==> config.mk <==
export PLATFORM = sky130hd
export DESIGN_NAME = perf_event_qualify_fixed_counters
export DESIGN_NICKNAME = d
export VERILOG_FILES = /design/src/verilog/perf_mon_pkg.sv /design/src/verilog/umask_qualify.sv /design/src/verilog/perf_event_qualify_fixed_counters.sv
export SDC_FILE = /design/constraint.sdc
export NUM_CORES = 1
export LEC_CHECK = 0
export BUFFER_PORTS_ARGS = -buffer_cell sky130_fd_sc_hd__buf_2
export CAP_MARGIN = 20
export CORE_UTILIZATION = 30
export DETAILED_ROUTE_END_ITERATION = 12
export GPL_ROUTABILITY_DRIVEN = 0
export SLEW_MARGIN = 25
export SYNTH_ARGS = -nofsm -noshare
export SYNTH_HDL_FRONTEND = slang
export SYNTH_HIERARCHICAL = 1
export SYNTH_SLANG_ARGS = --single-unit
==> constraint.sdc <==
create_clock -name i_core_clk -period 5.7 [get_ports i_core_clk]
set_clock_uncertainty 0.2 [all_clocks]
set_input_delay 0.57 -clock i_core_clk [delete_from_list [all_inputs] [get_ports i_core_clk]]
set_output_delay 0.57 -clock i_core_clk [all_outputs]
set_load 0.05 [all_outputs]
==> src/verilog/perf_mon_pkg.sv <==
// Shared constants, types and helpers for the performance event counting block
`default_nettype none

package perf_mon_pkg;

	// ****************************************************************
	// Sizes
	// ****************************************************************
	localparam int NUM_GEN = 2;
	localparam int NUM_FIXED = 3;
	localparam int CTR_W = 40;
	localparam int MSR_W = 64;
	localparam int IDX_W = 4;
	localparam int UMASK_W = 8;
	localparam int EVSEL_W = 32;
	localparam int FIXED_FIELD_W = 4;
	localparam int FIXED_CTRL_W = NUM_FIXED * FIXED_FIELD_W;

	// ****************************************************************
	// Register indices
	// ****************************************************************
	localparam logic [IDX_W-1:0] REG_EVSEL0 = 4'h0;
	localparam logic [IDX_W-1:0] REG_GEN_CTR0 = 4'h2;
	localparam logic [IDX_W-1:0] REG_FIXED_CTRL = 4'h4;
	localparam logic [IDX_W-1:0] REG_FIXED_CTR0 = 4'h5;

	// ****************************************************************
	// Event select fields
	// ****************************************************************
	localparam int UMASK_LSB = 8;
	localparam int EVSEL_USR_BIT = 16;
	localparam int EVSEL_OS_BIT = 17;
	localparam int EVSEL_INT_BIT = 20;
	localparam int EVSEL_EN_BIT = 22;

	// Positions below are relative to the unit mask's bit 0 (bit 8 of the register)
	localparam int CORE_SCOPE_LSB = 14 - UMASK_LSB;
	localparam int AGENT_ALL_BIT = 13 - UMASK_LSB;
	localparam int PREFETCH_LSB = 12 - UMASK_LSB;
	localparam int STATE_LSB = 8 - UMASK_LSB;
	localparam int SNRESP_SNOOP_HIT_MODIFIED_BIT = 11 - UMASK_LSB;
	localparam int SNRESP_RSVD_BIT = 10 - UMASK_LSB;
	localparam int SNRESP_HIT_BIT = 9 - UMASK_LSB;
	localparam int SNRESP_CLEAN_BIT = 8 - UMASK_LSB;
	localparam int SNTYPE_INV_BIT = 9 - UMASK_LSB;
	localparam int SNTYPE_SHR_BIT = 8 - UMASK_LSB;

	localparam logic [1:0] SCOPE_ALL_CORES = 2'h3;
	localparam logic [1:0] SCOPE_THIS_CORE = 2'h1;
	localparam logic [1:0] PREFETCH_ALL = 2'h3;
	localparam logic [1:0] PREFETCH_ONLY = 2'h1;
	localparam logic [1:0] PREFETCH_EXCLUDE = 2'h0;

	// ****************************************************************
	// Fixed counter control fields
	// ****************************************************************
	localparam int FIXED_RING0_BIT = 0;
	localparam int FIXED_INT_BIT = 3;

	// ****************************************************************
	// Reset values
	// ****************************************************************
	localparam logic [EVSEL_W-1:0] EVSEL_RST = 32'h0000_0000;
	localparam logic [FIXED_CTRL_W-1:0] FIXED_CTRL_RST = 12'h000;

	// ****************************************************************
	// Types
	// ****************************************************************
	typedef enum logic [1:0] {UPPER_NONE, UPPER_AGENT, UPPER_PREFETCH} upper_qual_e;
	typedef enum logic [1:0] {LOW_NONE, LOW_LINE_STATE, LOW_SNOOP_RESP, LOW_SNOOP_TYPE} low_qual_e;

	typedef struct packed {
		logic core_scoped;
		upper_qual_e upper;
		low_qual_e low;
	} event_class_s;

	typedef struct packed {
		logic valid;
		logic this_core;
		logic this_agent;
		logic hw_prefetch;
		logic [3:0] line_state;
		logic snoop_hit_modified;
		logic snoop_hit;
		logic snoop_clean;
		logic snoop_to_invalid;
		logic snoop_to_shared;
	} event_occ_s;

	typedef struct packed {
		logic wr;
		logic rd;
		logic [IDX_W-1:0] idx;
		logic [MSR_W-1:0] wdata;
	} msr_req_s;

	typedef struct packed {
		logic ack;
		logic fault;
		logic [MSR_W-1:0] rdata;
	} msr_rsp_s;

	// ****************************************************************
	// Helpers
	// ****************************************************************
	// en[0] counts at ring 0, en[1] at rings above 0
	function automatic logic priv_match(input logic ring0, input logic [1:0] en);
		return ring0 ? en[0] : en[1];
	endfunction

	// Returns {wrap, next}; wrap is set when all ones roll to zero
	function automatic logic [CTR_W:0] ctr_step(input logic [CTR_W-1:0] cnt);
		logic [CTR_W:0] sum;
		sum = {1'b0, cnt} + {{CTR_W{1'b0}}, 1'b1};
		return sum;
	endfunction

endpackage

`default_nettype wire

==> src/verilog/umask_qualify.sv <==
// Unit mask qualifier decode for one general counter
`default_nettype none
`timescale 1ns/1ps

module umask_qualify
	import perf_mon_pkg::*;
(
	input wire logic [UMASK_W-1:0] i_umask,
	input wire event_class_s i_class,
	input wire event_occ_s i_occ,
	output logic o_hit
);

	logic core_ok;
	logic upper_ok;
	logic low_ok;
	logic [1:0] scope_code;
	logic [1:0] pref_code;

	assign scope_code = i_umask[CORE_SCOPE_LSB +: 2];
	assign pref_code = i_umask[PREFETCH_LSB +: 2];

	// ****************************************************************
	// Core scope
	// ****************************************************************
	always_comb
	begin
		core_ok = 1'b1;
		if (i_class.core_scoped)
		begin
			if (scope_code == SCOPE_ALL_CORES)
				core_ok = 1'b1;
			else if (scope_code == SCOPE_THIS_CORE)
				core_ok = i_occ.this_core;
			else
				core_ok = 1'b0;
		end
	end

	// ****************************************************************
	// Agent or prefetch, never both
	// ****************************************************************
	always_comb
	begin
		upper_ok = 1'b1;
		unique case (i_class.upper)
			UPPER_NONE: upper_ok = 1'b1;
			UPPER_AGENT: upper_ok = i_umask[AGENT_ALL_BIT] | i_occ.this_agent;
			UPPER_PREFETCH:
			begin
				if (pref_code == PREFETCH_ALL)
					upper_ok = 1'b1;
				else if (pref_code == PREFETCH_ONLY)
					upper_ok = i_occ.hw_prefetch;
				else if (pref_code == PREFETCH_EXCLUDE)
					upper_ok = ~i_occ.hw_prefetch;
				else
					upper_ok = 1'b0;
			end
			default: upper_ok = 1'b0;
		endcase
	end

	// ****************************************************************
	// Low nibble: one qualifier kind per event
	// ****************************************************************
	always_comb
	begin
		low_ok = 1'b1;
		unique case (i_class.low)
			LOW_NONE: low_ok = 1'b1;
			// No state bit set means nothing matches
			LOW_LINE_STATE: low_ok = |(i_umask[STATE_LSB +: 4] & i_occ.line_state);
			LOW_SNOOP_RESP:
				low_ok = ~i_umask[SNRESP_RSVD_BIT] &
					((i_umask[SNRESP_SNOOP_HIT_MODIFIED_BIT] & i_occ.snoop_hit_modified) |
					(i_umask[SNRESP_HIT_BIT] & i_occ.snoop_hit) |
					(i_umask[SNRESP_CLEAN_BIT] & i_occ.snoop_clean));
			LOW_SNOOP_TYPE:
				low_ok = (i_umask[SNTYPE_INV_BIT] & i_occ.snoop_to_invalid) |
					(i_umask[SNTYPE_SHR_BIT] & i_occ.snoop_to_shared);
		endcase
	end

	assign o_hit = i_occ.valid & core_ok & upper_ok & low_ok;

endmodule // umask_qualify

`default_nettype wire

==> src/verilog/perf_event_qualify_fixed_counters.sv <==
// Qualified general counters and fixed-function counters with register port
`default_nettype none
`timescale 1ns/1ps

module perf_event_qualify_fixed_counters
	import perf_mon_pkg::*;
(
	input wire logic i_core_clk,
	input wire logic i_rst,
	input wire logic i_clk_en,
	input wire msr_req_s i_msr_req,
	output msr_rsp_s o_msr_rsp,
	input wire event_class_s i_gen_class0,
	input wire event_class_s i_gen_class1,
	input wire event_occ_s i_gen_occ0,
	input wire event_occ_s i_gen_occ1,
	input wire logic i_ring0,
	input wire logic [NUM_FIXED-1:0] i_fixed_event,
	output logic o_overflow_irq
);

	// ****************************************************************
	// Storage
	// ****************************************************************
	logic [EVSEL_W-1:0] evsel_q [NUM_GEN];
	logic [CTR_W-1:0] gen_ctr_q [NUM_GEN];
	logic [FIXED_CTRL_W-1:0] fixed_ctrl_q;
	logic [CTR_W-1:0] fixed_ctr_q [NUM_FIXED];
	logic ack_q;
	logic fault_q;
	logic [MSR_W-1:0] rdata_q;
	logic irq_q;

	event_class_s gen_class [NUM_GEN];
	event_occ_s gen_occ [NUM_GEN];
	logic [NUM_GEN-1:0] gen_hit;
	logic [NUM_GEN-1:0] gen_count;
	logic [NUM_GEN-1:0] gen_wrap;
	logic [NUM_GEN-1:0] gen_wr;
	logic [NUM_GEN-1:0] evsel_wr;
	logic [NUM_FIXED-1:0] fixed_count;
	logic [NUM_FIXED-1:0] fixed_wrap;
	logic [NUM_FIXED-1:0] fixed_wr;
	logic fixed_ctrl_wr;
	logic [NUM_GEN+NUM_FIXED-1:0] ovf_req;
	logic [MSR_W-1:0] rdata_d;
	logic mapped;
	logic [CTR_W:0] gen_next [NUM_GEN];
	logic [CTR_W:0] fixed_next [NUM_FIXED];
	logic [FIXED_FIELD_W-1:0] fixed_field [NUM_FIXED];

	assign gen_class[0] = i_gen_class0;
	assign gen_class[1] = i_gen_class1;
	assign gen_occ[0] = i_gen_occ0;
	assign gen_occ[1] = i_gen_occ1;

	// ****************************************************************
	// Helpers
	// ****************************************************************
	// Write strobe for one register index
	function automatic logic wr_hit(input msr_req_s req, input logic [IDX_W-1:0] idx);
		return req.wr & (req.idx == idx);
	endfunction

	// Four-bit control field of one fixed counter
	function automatic logic [FIXED_FIELD_W-1:0] ctrl_field(input logic [FIXED_CTRL_W-1:0] ctrl,
		input int f);
		return ctrl[f*FIXED_FIELD_W +: FIXED_FIELD_W];
	endfunction

	// Counter as a full register word, upper bits zero
	function automatic logic [MSR_W-1:0] ctr_word(input logic [CTR_W-1:0] cnt);
		return {{(MSR_W-CTR_W){1'b0}}, cnt};
	endfunction

	// ****************************************************************
	// Register decode
	// ****************************************************************
	assign fixed_ctrl_wr = wr_hit(i_msr_req, REG_FIXED_CTRL);

	always_comb
	begin
		for (int g = 0; g < NUM_GEN; g++)
		begin
			evsel_wr[g] = wr_hit(i_msr_req, REG_EVSEL0 + IDX_W'(g));
			gen_wr[g] = wr_hit(i_msr_req, REG_GEN_CTR0 + IDX_W'(g));
		end
		for (int f = 0; f < NUM_FIXED; f++)
			fixed_wr[f] = wr_hit(i_msr_req, REG_FIXED_CTR0 + IDX_W'(f));
	end

	// ****************************************************************
	// Counter steps and fixed control fields
	// ****************************************************************
	// Carry out of the step is the wrap flag; held in a net so it can be sliced
	always_comb
	begin
		for (int g = 0; g < NUM_GEN; g++)
			gen_next[g] = ctr_step(gen_ctr_q[g]);
		for (int f = 0; f < NUM_FIXED; f++)
		begin
			fixed_next[f] = ctr_step(fixed_ctr_q[f]);
			fixed_field[f] = ctrl_field(fixed_ctrl_q, f);
		end
	end

	// ****************************************************************
	// General counter qualification
	// ****************************************************************
	for (genvar g = 0; g < NUM_GEN; g++)
	begin : gen_qual
		umask_qualify u_qual (
			.i_umask(evsel_q[g][UMASK_LSB +: UMASK_W]),
			.i_class(gen_class[g]),
			.i_occ(gen_occ[g]),
			.o_hit(gen_hit[g])
		);
	end

	always_comb
	begin
		for (int g = 0; g < NUM_GEN; g++)
		begin
			gen_count[g] = gen_hit[g] & evsel_q[g][EVSEL_EN_BIT] &
				priv_match(i_ring0, {evsel_q[g][EVSEL_USR_BIT], evsel_q[g][EVSEL_OS_BIT]});
			gen_wrap[g] = gen_count[g] & ~gen_wr[g] & gen_next[g][CTR_W];
		end
	end

	// ****************************************************************
	// Fixed counter enables
	// ****************************************************************
	always_comb
	begin
		for (int f = 0; f < NUM_FIXED; f++)
		begin
			// Each counter owns one field; the event is hard wired
			fixed_count[f] = i_fixed_event[f] & priv_match(i_ring0,
				fixed_field[f][FIXED_RING0_BIT +: 2]);
			fixed_wrap[f] = fixed_count[f] & ~fixed_wr[f] & fixed_next[f][CTR_W];
		end
	end

	// ****************************************************************
	// Event select registers
	// ****************************************************************
	always_ff @(posedge i_core_clk)
	begin
		if (i_rst)
		begin
			for (int g = 0; g < NUM_GEN; g++)
				evsel_q[g] <= EVSEL_RST;
		end
		else if (i_clk_en)
		begin
			for (int g = 0; g < NUM_GEN; g++)
				if (evsel_wr[g])
					evsel_q[g] <= i_msr_req.wdata[EVSEL_W-1:0];
		end
	end

	// ****************************************************************
	// Fixed counter control register
	// ****************************************************************
	always_ff @(posedge i_core_clk)
	begin
		if (i_rst)
			fixed_ctrl_q <= FIXED_CTRL_RST;
		else if (i_clk_en && fixed_ctrl_wr)
			fixed_ctrl_q <= i_msr_req.wdata[FIXED_CTRL_W-1:0];
	end

	// ****************************************************************
	// Counters
	// ****************************************************************
	// Contents are left alone by reset on purpose: software loads them
	always_ff @(posedge i_core_clk)
	begin
		if (i_clk_en)
		begin
			for (int g = 0; g < NUM_GEN; g++)
			begin
				if (gen_wr[g])
					gen_ctr_q[g] <= i_msr_req.wdata[CTR_W-1:0];
				else if (gen_count[g])
					gen_ctr_q[g] <= gen_next[g][CTR_W-1:0];
			end
		end
	end

	always_ff @(posedge i_core_clk)
	begin
		if (i_clk_en)
		begin
			for (int f = 0; f < NUM_FIXED; f++)
			begin
				if (fixed_wr[f])
					fixed_ctr_q[f] <= i_msr_req.wdata[CTR_W-1:0];
				else if (fixed_count[f])
					fixed_ctr_q[f] <= fixed_next[f][CTR_W-1:0];
			end
		end
	end

	// ****************************************************************
	// Overflow interrupt request
	// ****************************************************************
	always_comb
	begin
		for (int g = 0; g < NUM_GEN; g++)
			ovf_req[g] = gen_wrap[g] & evsel_q[g][EVSEL_INT_BIT];
		for (int f = 0; f < NUM_FIXED; f++)
			ovf_req[NUM_GEN+f] = fixed_wrap[f] & fixed_field[f][FIXED_INT_BIT];
	end

	// Several wraps in one cycle merge into a single pulse
	always_ff @(posedge i_core_clk)
	begin
		if (i_rst)
			irq_q <= 1'b0;
		else if (i_clk_en)
			irq_q <= |ovf_req;
	end

	assign o_overflow_irq = irq_q;

	// ****************************************************************
	// Read path and response
	// ****************************************************************
	// Unimplemented upper bits always read zero
	always_comb
	begin
		rdata_d = '0;
		mapped = 1'b1;
		unique case (i_msr_req.idx)
			REG_EVSEL0, REG_EVSEL0 + 4'h1:
				rdata_d[EVSEL_W-1:0] = evsel_q[i_msr_req.idx[0]];
			REG_GEN_CTR0, REG_GEN_CTR0 + 4'h1:
				rdata_d = ctr_word(gen_ctr_q[i_msr_req.idx[0]]);
			REG_FIXED_CTRL:
				rdata_d[FIXED_CTRL_W-1:0] = fixed_ctrl_q;
			REG_FIXED_CTR0:
				rdata_d = ctr_word(fixed_ctr_q[0]);
			REG_FIXED_CTR0 + 4'h1:
				rdata_d = ctr_word(fixed_ctr_q[1]);
			REG_FIXED_CTR0 + 4'h2:
				rdata_d = ctr_word(fixed_ctr_q[2]);
			default:
				mapped = 1'b0;
		endcase
	end

	always_ff @(posedge i_core_clk)
	begin
		if (i_rst)
			ack_q <= 1'b0;
		else if (i_clk_en)
			ack_q <= i_msr_req.wr | i_msr_req.rd;
	end

	// Unmapped index is answered but refused; a write there changes nothing
	always_ff @(posedge i_core_clk)
	begin
		if (i_rst)
			fault_q <= 1'b0;
		else if (i_clk_en)
			fault_q <= (i_msr_req.wr | i_msr_req.rd) & ~mapped;
	end

	// Zero outside a read answer so a stale word never lingers on the port
	always_ff @(posedge i_core_clk)
	begin
		if (i_rst)
			rdata_q <= '0;
		else if (i_clk_en)
			rdata_q <= (i_msr_req.rd && mapped) ? rdata_d : '0;
	end

	assign o_msr_rsp = '{ack: ack_q, fault: fault_q, rdata: rdata_q};

endmodule // perf_event_qualify_fixed_counters

`default_nettype wire

[After elaboration in Yosys (flattened, before gate mapping)]
Memories as Yosys holds them, arrays and structs flattened.
Cells that the tools add are included.
Cells by class
  add/subtract/negate cells: 5
  multipliers: 0
  divide/modulo/power cells: 0
  magnitude comparators: 0
  equality and inequality tests: 25
  shift operators: 0
  multiplexer cells: 78
  bitwise gates (word level): 77
  reduce and logical (&&, ||, !) cells: 15
Operators with widths (number)
  $add 40x1->41 const B: 5
  $mux 40: 5
  $pmux 20 s5: 1
  $pmux 12 s6: 1
  $mux 32: 2
  $mux 64: 1
  $mux 1: 63
  $and 1x1->1: 49
  $pmux 8 s4: 1
  $eq 2x2->1 const B: 10
  $eq 2x1->1 const B: 8
  $eq 4x3->1 const B: 4
  $or 1x1->1: 16
  $logic_not 2->1: 6
  $not 1->1: 10
  $and 4x4->4: 2
  $eq 4x2->1 const B: 2
  $pmux 1 s4: 2
  $reduce_or 4->1: 2
  $reduce_or 8->1: 1
  $pmux 1 s3: 2
  $reduce_or 5->1: 1
  $eq 4x1->1 const B: 1
  $logic_not 4->1: 1
  2 further kinds: 4
Word-level totals
  register bits: 79
  bits in latches: 0
  RAM bits: 264
  memory bits (read-only): 0
  input bits: 113
  output and inout bits: 67
  memories: 3
Memories
  fixed_ctr_q: depth 3, width 40, rd ports 3, clocked after memory_dff 0, wr ports 3, RTL line perf_event_qualify_fixed_counters.sv:28  | logic [CTR_W-1:0] fixed_ctr_q [NUM_FIXED];
  gen_ctr_q: depth 2, width 40, rd ports 3, clocked after memory_dff 0, wr ports 2, RTL line perf_event_qualify_fixed_counters.sv:26  | logic [CTR_W-1:0] gen_ctr_q [NUM_GEN];
  evsel_q: depth 2, width 32, rd ports 3, clocked after memory_dff 0, wr ports 2, RTL line perf_event_qualify_fixed_counters.sv:25  | logic [EVSEL_W-1:0] evsel_q [NUM_GEN];

[Longest topological paths before layout]
Gate-level depths: netlist of run 1.
An unclocked memory read counts as a cell.
  word-level depth: 15
  mapped depth: 10
  gate-level depth less buffers: 8

[Modules after synthesis]
The synthesis of run 1 kept the hierarchy.
By module, submodules not included
  perf_event_qualify_fixed_counters: times used 1, cells each 1793, area an instance 17933.4 um^2, sequential area each 9028.7 um^2
  umask_qualify: times used 2, cells each 17, area an instance 113.9 um^2, sequential area each 0.0 um^2

[Least setup slack after synthesis of run 1]
Ideal clock, no wire load.
  path kind: in2reg
  start point: input i_msr_req[66] (netlist bit)
  end point: memory fixed_ctr_q[0][0], enable pin
  library setup time: 0.451 ns
  data arrival time: 3.499 ns
  required time: 5.049 ns
  setup slack: 1.550 ns
  cell stages on the path: 5
  buffers on the path: 1
  cell sequence: nor2b_1 -> nor3b_2 -> clkbuf_1 -> nand2_1 -> a21oi_1
RTL lines
  from (decl): RTL line perf_event_qualify_fixed_counters.sv:11  | input wire msr_req_s i_msr_req,
  to (decl): RTL line perf_event_qualify_fixed_counters.sv:28

==> results of run 1 <==
[final timing paths]
check	startpoint	end
max reg2reg	evsel_q[1][9]	gen_ctr_q[1][30]
min	i_msr_req[0]	fixed_ctrl_q[0]
max	evsel_q[1][9]	gen_ctr_q[1][30]
min reg2reg	fixed_ctrl_q[2]	fixed_ctrl_q[2]
[layout make-up]
class	instances	area share [%]
timing repair buffer	154	4.182
multi-input combinational	1379	41.28
sequential	319	43.24
clock buffer	49	5.147
inverter	29	0.5213
clock inverter	21	0.9947
tap	773	4.632
[metrics by stage]
stage          setup WS [ps]  hold WS (ps)
3_3_place_gp            1679         242.4
4_1_cts                 2119         109.8
6_report                2183         121.1
3_5_place_dp            1572         250.7
2_1_floorplan           1550         236.0
5_1_grt                 1974         138.1
[metal layers]
layer  part of all wire, %  routed length (um)
met1                    44               25150
met2                    46               26360
met3                   6.5                3733
met4                   3.1                1765
met5                     0                   0
[cells in the final DEF, fill, tap and decap left out, types with 4 or more instances in the layout]
cell type | Yosys | layout
o21ai_1 | 9 | 9
and2_1 | 37 | 37
clkbuf_1 | 73 | 5
dfxtp_1 | 55 | 55
nand2_1 | 308 | 305
nand3_1 | 79 | 78
nand4_1 | 45 | 45
and4_1 | 15 | 15
a222oi_1 | 36 | 36
mux2i_1 | 9 | 9
o21ai_0 | 150 | 150
xor2_1 | 99 | 99
a221oi_1 | 8 | 8
clkinv_2 | 0 | 10
clkbuf_8 | 0 | 4
conb_1 | 1 | 24
or3_1 | 7 | 7
edfxtp_1 | 264 | 264
nor2b_1 | 4 | 4
a21oi_4 | 0 | 4
nor3_2 | 5 | 4
a21oi_1 | 125 | 121
or2_2 | 4 | 4
nor4_4 | 4 | 4
clkbuf_16 | 0 | 40
a31oi_1 | 13 | 13
xnor2_1 | 91 | 91
and3_1 | 34 | 33
mux4_2 | 31 | 31
mux2_2 | 10 | 10
ha_1 | 5 | 5
nor3_1 | 27 | 27
nor2_1 | 146 | 143
buf_4 | 27 | 22
nand4b_1 | 4 | 4
buf_2 | 16 | 129
inv_1 | 29 | 28
[registers in the layout (all words and copies together), names as in the netlist]
name            count
fixed_ctr_q       120
fixed_ctrl_q       12
fault_q             1
gen_ctr_q          80
ack_q               1
rdata_q            40
evsel_q            64
o_overflow_irq      1
[critical path, cell delays in order, from the launching register on]
cell	delay [ps]
edfxtp_1	470
a222oi_1	370
o221ai_1	170
o2111a_1	220
nand3_1	280
nor2b_1	130
nand2_2	540
buf_4	490
mux2_2	380
[cell families (layout without fill, tap and decap cells)]
logic type / after synthesis / count (layout) / share of synthesized area, %
other: 1 / 24 / 0.02065
buffers and inverters: 152 / 253 / 3.934
AO/OA/AOI/OAI: 360 / 360 / 11.51
adder cells (fa/ha/maj): 5 / 5 / 0.3445
AND/OR/NAND/NOR: 749 / 749 / 20.21
XOR/XNOR: 190 / 190 / 9.163
multiplexers: 51 / 51 / 5.105
flip-flops: 319 / 319 / 49.71
[power by group]
part / switching (mW) / internal [mW] / total [mW]
registers: 0.0349 / 2.57 / 2.61
logic: 0.271 / 0.130 / 0.401
clock network: 1.05 / 1.48 / 2.53
total: 1.35 / 4.18 / 5.54
==> out/metrics.cfg, run 1 <==
[outcome]
status = finished clean

[clock_tree]
cts.sinks = 319
cts_setup_buffers = 0
cts_hold_buffers = 0
path_clk_slew_ps = 60
cts_buffers = 39
h-tree-depth = 2
cts_buffer_depth = 3
tritoncts = built
post_cts_resize_count = 0
clock_latency_ps = 570
cts-root-buf = clkbuf_16

[floorplan]
die_x_um = 248.0
ios = 180
die_h_um = 248.0
die_area_um2 = 61530
floorplan.core_area_um2 = 59460
rows = 89
start_util_pct = 30.54

[synthesis]
synth_warnings = 6
ys_async_sr_fraction_pct = 0
synth_area_leaders = edfxtp_1 44%, nand2_1 6.4%, dfxtp_1 6.1%
yosysTopAreaCell = edfxtp_1
synthCells = 1827
ys_seq_elements = 319
synth-edff-count = 264
avgSynthCellArea_um2 = 9.940
synthesis.area_um2 = 18160
synth_most_common_cell = nand2_1
synth.top_cell.area_share_pct = 43.65
synth_flop_cell = edfxtp_1
synth.distinct_cells = 64
yosysSeqAreaShare_pct = 49.71
synth_common_cells = 308 x nand2_1, 264 x edfxtp_1, 150 x o21ai_0

[grt]
grt_max_degree = 59
grt_usage_pct = 18.46
grtUsageMet1_pct = 25.42
grt_pass1_vias = 14170
antenna_found_initial = 1
met3_usage_pct = 2.252
grt_busiest_layer = met2
grt.overflow.total = 0
grt_pass1_wl_um = 86290
grt_util_met2_pct = 29.39

[setup_path]
r2r_slack_ps = 2180
cp.arrival_ps = 3640
r2r_cells = 8
crit_required_ps = 5820
start_kind = flop
cp_max_fo = 43
worstSetupEndpointType = flop
crit_type = flop to flop

[power_and_ir_drop]
peakVddDrop_uv = 177.0
p_leak_nw = 7.211
power_density_nw_per_um2 = 265.2
total_power_mw = 5.538

[route]
drt_pass1_iterations = 6
ant_nets = 0
wl_um = 57020
drt-initial-drc-count = 1340
drc = 0
vias = 14500
vias_per_cell = 5.321
wl_per_cell_um = 20.93

[timing]
fmax_mhz = 284.3
tightest_slew_ps = 985.3
fin_tns_setup_ps = 0
hold_viol = 0
slew_headroom_pct = 34.31
layout_min_cycle_time_ps = 3517
final-max-slew-violation-count = 0
finalCritPeriodShare_pct = 61.71
rsz0062_at_grt = false
setup_viol = 0

[worst_hold_path]
min_path_type = input port to flop
hold_path_depth = 3

[final_layout]
register_area_um2 = 9029
area_delta_synth_final_pct = 14.98
nets = 2040
num-fill-cells = 5966
final_cells = 2724
n_antenna_cell = 0
design_area_um2 = 20880
multi_input_area_um2 = 8621
final_core_util_pct = 35.12
drive_above_1_share_pct = 15.79

[placed_design]
place_inst = 2654
place_area_um2 = 19590
hpwl_um = 40820
port_buffers = 131

[flow_run]
maxCapViolCount = 0

Power figures use the tool's default switching activity.
==> run 2: changes to the inputs <==
--- a/config.mk
+++ b/config.mk
@@ -5,6 +5,7 @@
 export SDC_FILE = /design/constraint.sdc
 export NUM_CORES = 1
 export LEC_CHECK = 0
+export ABC_AREA = 1
 export BUFFER_PORTS_ARGS = -buffer_cell sky130_fd_sc_hd__buf_2
 export CAP_MARGIN = 20
 export CORE_UTILIZATION = 30
==> constraint.sdc (replaced) <==
create_clock -name i_core_clk -period 3.35 [get_ports i_core_clk]
set_clock_uncertainty 0.2 [all_clocks]
set_input_delay 0.335 -clock i_core_clk [delete_from_list [all_inputs] [get_ports i_core_clk]]
set_output_delay 0.335 -clock i_core_clk [all_outputs]
set_load 0.05 [all_outputs]
==> out/metrics.cfg, run 2 <==
[worst_hold_path]
hold_path_depth = 3  ; unchanged
min_path_type = input port to flop

[grt]
grt_usage_pct = 23.59  ; +5.1 points
grt.overflow.total = 0  ; unchanged
grt_pass1_vias = 17540  ; +24%
antenna_found_initial = 8  ; +7
grt_max_degree = 73  ; +24%
grt_pass1_wl_um = 117800  ; +37%

[outcome]
status = finished clean

[timing]
fmax_mhz = 340.2  ; +20%
setup_viol = 0  ; unchanged
slew_headroom_pct = 45.35  ; +11 points
tightest_slew_ps = 816.7  ; -168.7 ps
final-max-slew-violation-count = 0  ; unchanged
fin_tns_setup_ps = 0  ; unchanged
fin_ws_ps = 410.9  ; -1772 ps
rsz0062_at_grt = false
layout_min_cycle_time_ps = 2939  ; -578.4 ps
hold_viol = 0  ; unchanged
finalCritPeriodShare_pct = 87.73  ; +26 points

[floorplan]
floorplan.core_area_um2 = 66330  ; +12%
rows = 94  ; +5.6%
die_area_um2 = 68580  ; +11%
ios = 180  ; unchanged
die_h_um = 261.9  ; +5.6%
start_util_pct = 30.55  ; about the same
die_x_um = 261.9  ; +5.6%

[power_and_ir_drop]
total_power_mw = 9.599  ; +73%
peakVddDrop_uv = 308.9  ; +74%
power_density_nw_per_um2 = 412.9  ; +56%
p_leak_nw = 8.958  ; +24%

[route]
vias_per_cell = 5.271  ; -0.94%
ant_nets = 0  ; unchanged
wl_um = 81920  ; +44%
vias = 19550  ; +35%
drt-initial-drc-count = 2878  ; +110%
drt_pass1_iterations = 9  ; +3
drc = 0  ; unchanged
wl_per_cell_um = 22.09  ; +5.6%

[synthesis]
synth_warnings = 6  ; unchanged
synth_common_cells = 859 x nand2_1, 264 x edfxtp_1, 246 x nor2_1
synth_flop_cell = edfxtp_1
synth.top_cell.area_share_pct = 39.13  ; -4.5 points
ys_seq_elements = 319  ; unchanged
yosysSeqAreaShare_pct = 44.56  ; -5.2 points
synthesis.area_um2 = 20260  ; +12%
synth.distinct_cells = 46  ; -28%
yosysTopAreaCell = edfxtp_1
synth_area_leaders = edfxtp_1 39%, nand2_1 16%, o21ai_0 5.6%
avgSynthCellArea_um2 = 7.575  ; -24%
ys_async_sr_fraction_pct = 0  ; unchanged
synth_most_common_cell = nand2_1
synthCells = 2675  ; +46%
synth-edff-count = 264  ; unchanged

[placed_design]
post-place-ws_ps = 421.8  ; -1150 ps
hpwl_um = 63500  ; +56%
port_buffers = 131  ; unchanged
place_area_um2 = 21840  ; +12%

[setup_path]
r2r_cells = 12  ; +4
critical_path.max_stage_delay_ps = 600  ; +60 ps
crit_top_cell = nand2_1
cp_max_fo = 43  ; unchanged
cp.arrival_ps = 3150  ; -490 ps
crit_type = flop to flop
cp_slowest_cell = inv_2
worstSetupEndpointType = flop
crit_required_ps = 3560  ; -2260 ps
worstPathCellList = nor2_1, or2_1, nand2_1, nand2_1, nand2_1, nor2_1, nand2_1, a21oi_1, nand3_1, inv_2, o21ai_0, o22ai_1
start_kind = flop

[flow_run]
maxCapViolCount = 0  ; unchanged

[final_layout]
layout_common_cells = 858 x nand2_1, 264 x edfxtp_1, 245 x nor2_1
drive_above_1_share_pct = 11.89  ; -3.9 points
area_delta_synth_final_pct = 14.74
num-fill-cells = 7100  ; +19%
largest_reg_flops = 120  ; unchanged
final_common_cell = nand2_1
design_area_um2 = 23250  ; +11%
nets = 2932  ; +44%
reg.largest.list = fixed_ctr_q x120, gen_ctr_q x80, evsel_q x64
largest-register = fixed_ctr_q

[clock_tree]
tritoncts = built
clock_latency_ps = 570  ; about the same
cts_buffers = 38  ; -2.6%
cts-root-buf = clkbuf_16
cts_buffer_depth = 3  ; unchanged
cts.sinks = 319  ; unchanged
path_clk_slew_ps = 60  ; about the same
cts_setup_buffers = 0  ; unchanged
h-tree-depth = 2  ; unchanged

-- run 2: final timing paths --
kind	end	slack (ps)	startpoint
setup / recovery	gen_ctr_q[0][8]	410	evsel_q[0][13]
hold / removal	fixed_ctrl_q[6]	30	i_msr_req[6]
setup reg to reg	gen_ctr_q[0][8]	410	evsel_q[0][13]
hold reg to reg	rdata_q[38]	260	rdata_q[38]
-- run 2: cell families (layout without fill, tap and decap cells) --
logic type      count (synthesis)  in the layout  share of synthesized area (%)
simple gates                 1430           1430                          29.79
compound gates                427            427                          11.81
buf+inv                       361            506                          7.805
flops                         319            319                          44.56
xor+xnor                      132            132                          5.706
fa+ha+maj                       5              5                         0.3088
other cells                     1             25                        0.01851
-- run 2: report_power, final --
| group | internal, mW | leakage [nW] | switching (mW) |
|---|---|---|---|
| combinational | 0.254 | 5.50 | 0.707 |
| clock | 2.34 | 0.587 | 1.79 |
| sequential | 4.42 | 2.87 | 0.0850 |
-- run 2: final cells by class --
cell class	count	area, um^2	area share, %
clock buffer	54	1084	4.661
inverter	246	925.9	3.983
multi-input combinational	2018	9796	42.13
sequential	319	9029	38.84
antenna	1	2.502	0.01076
tap	864	1081	4.650
timing repair buffer	191	1224	5.263
clock inverter	15	107.6	0.4628
-- run 2: timing repair --
| item | 4_1_cts | 5_1_grt |
|---|---|---|
| hold buffers | 21 | 0 |
| setup endpoints to repair | 0 | 0 |
| hold endpoints to repair | 27 | 0 |
| gates resized for setup | 0 | 0 |
-- run 2: worst max-delay path, delay by kind of cell (launching register included) --
kind / cells / cell delay, ps
and+or+nand+nor: 8 / 940
AOI/OAI and AO/OA: 3 / 600
buffers and inverters: 1 / 600
DFF: 1 / 420
-- run 2: per-layer routing --
metal	global-route usage, %	up-vias	part of all wire (%)
met2	35.39	1058	43
met5	0	-	0.10
met3	5.459	208	9.9
met1	31.38	9159	41
li1	-	9107	-
met4	12.71	14	6.1
-- run 2: stage by stage --
stage	instances	utilization [%]	hold slack [ps]
4_1_cts	3707	35.04	6.300
2_1_floorplan	2698	-	224.3
3_5_place_dp	3617	32.93	255.0
5_1_grt	3708	35.05	20.78
3_3_place_gp	3617	32.93	243.0
6_report	3708	35.05	25.47
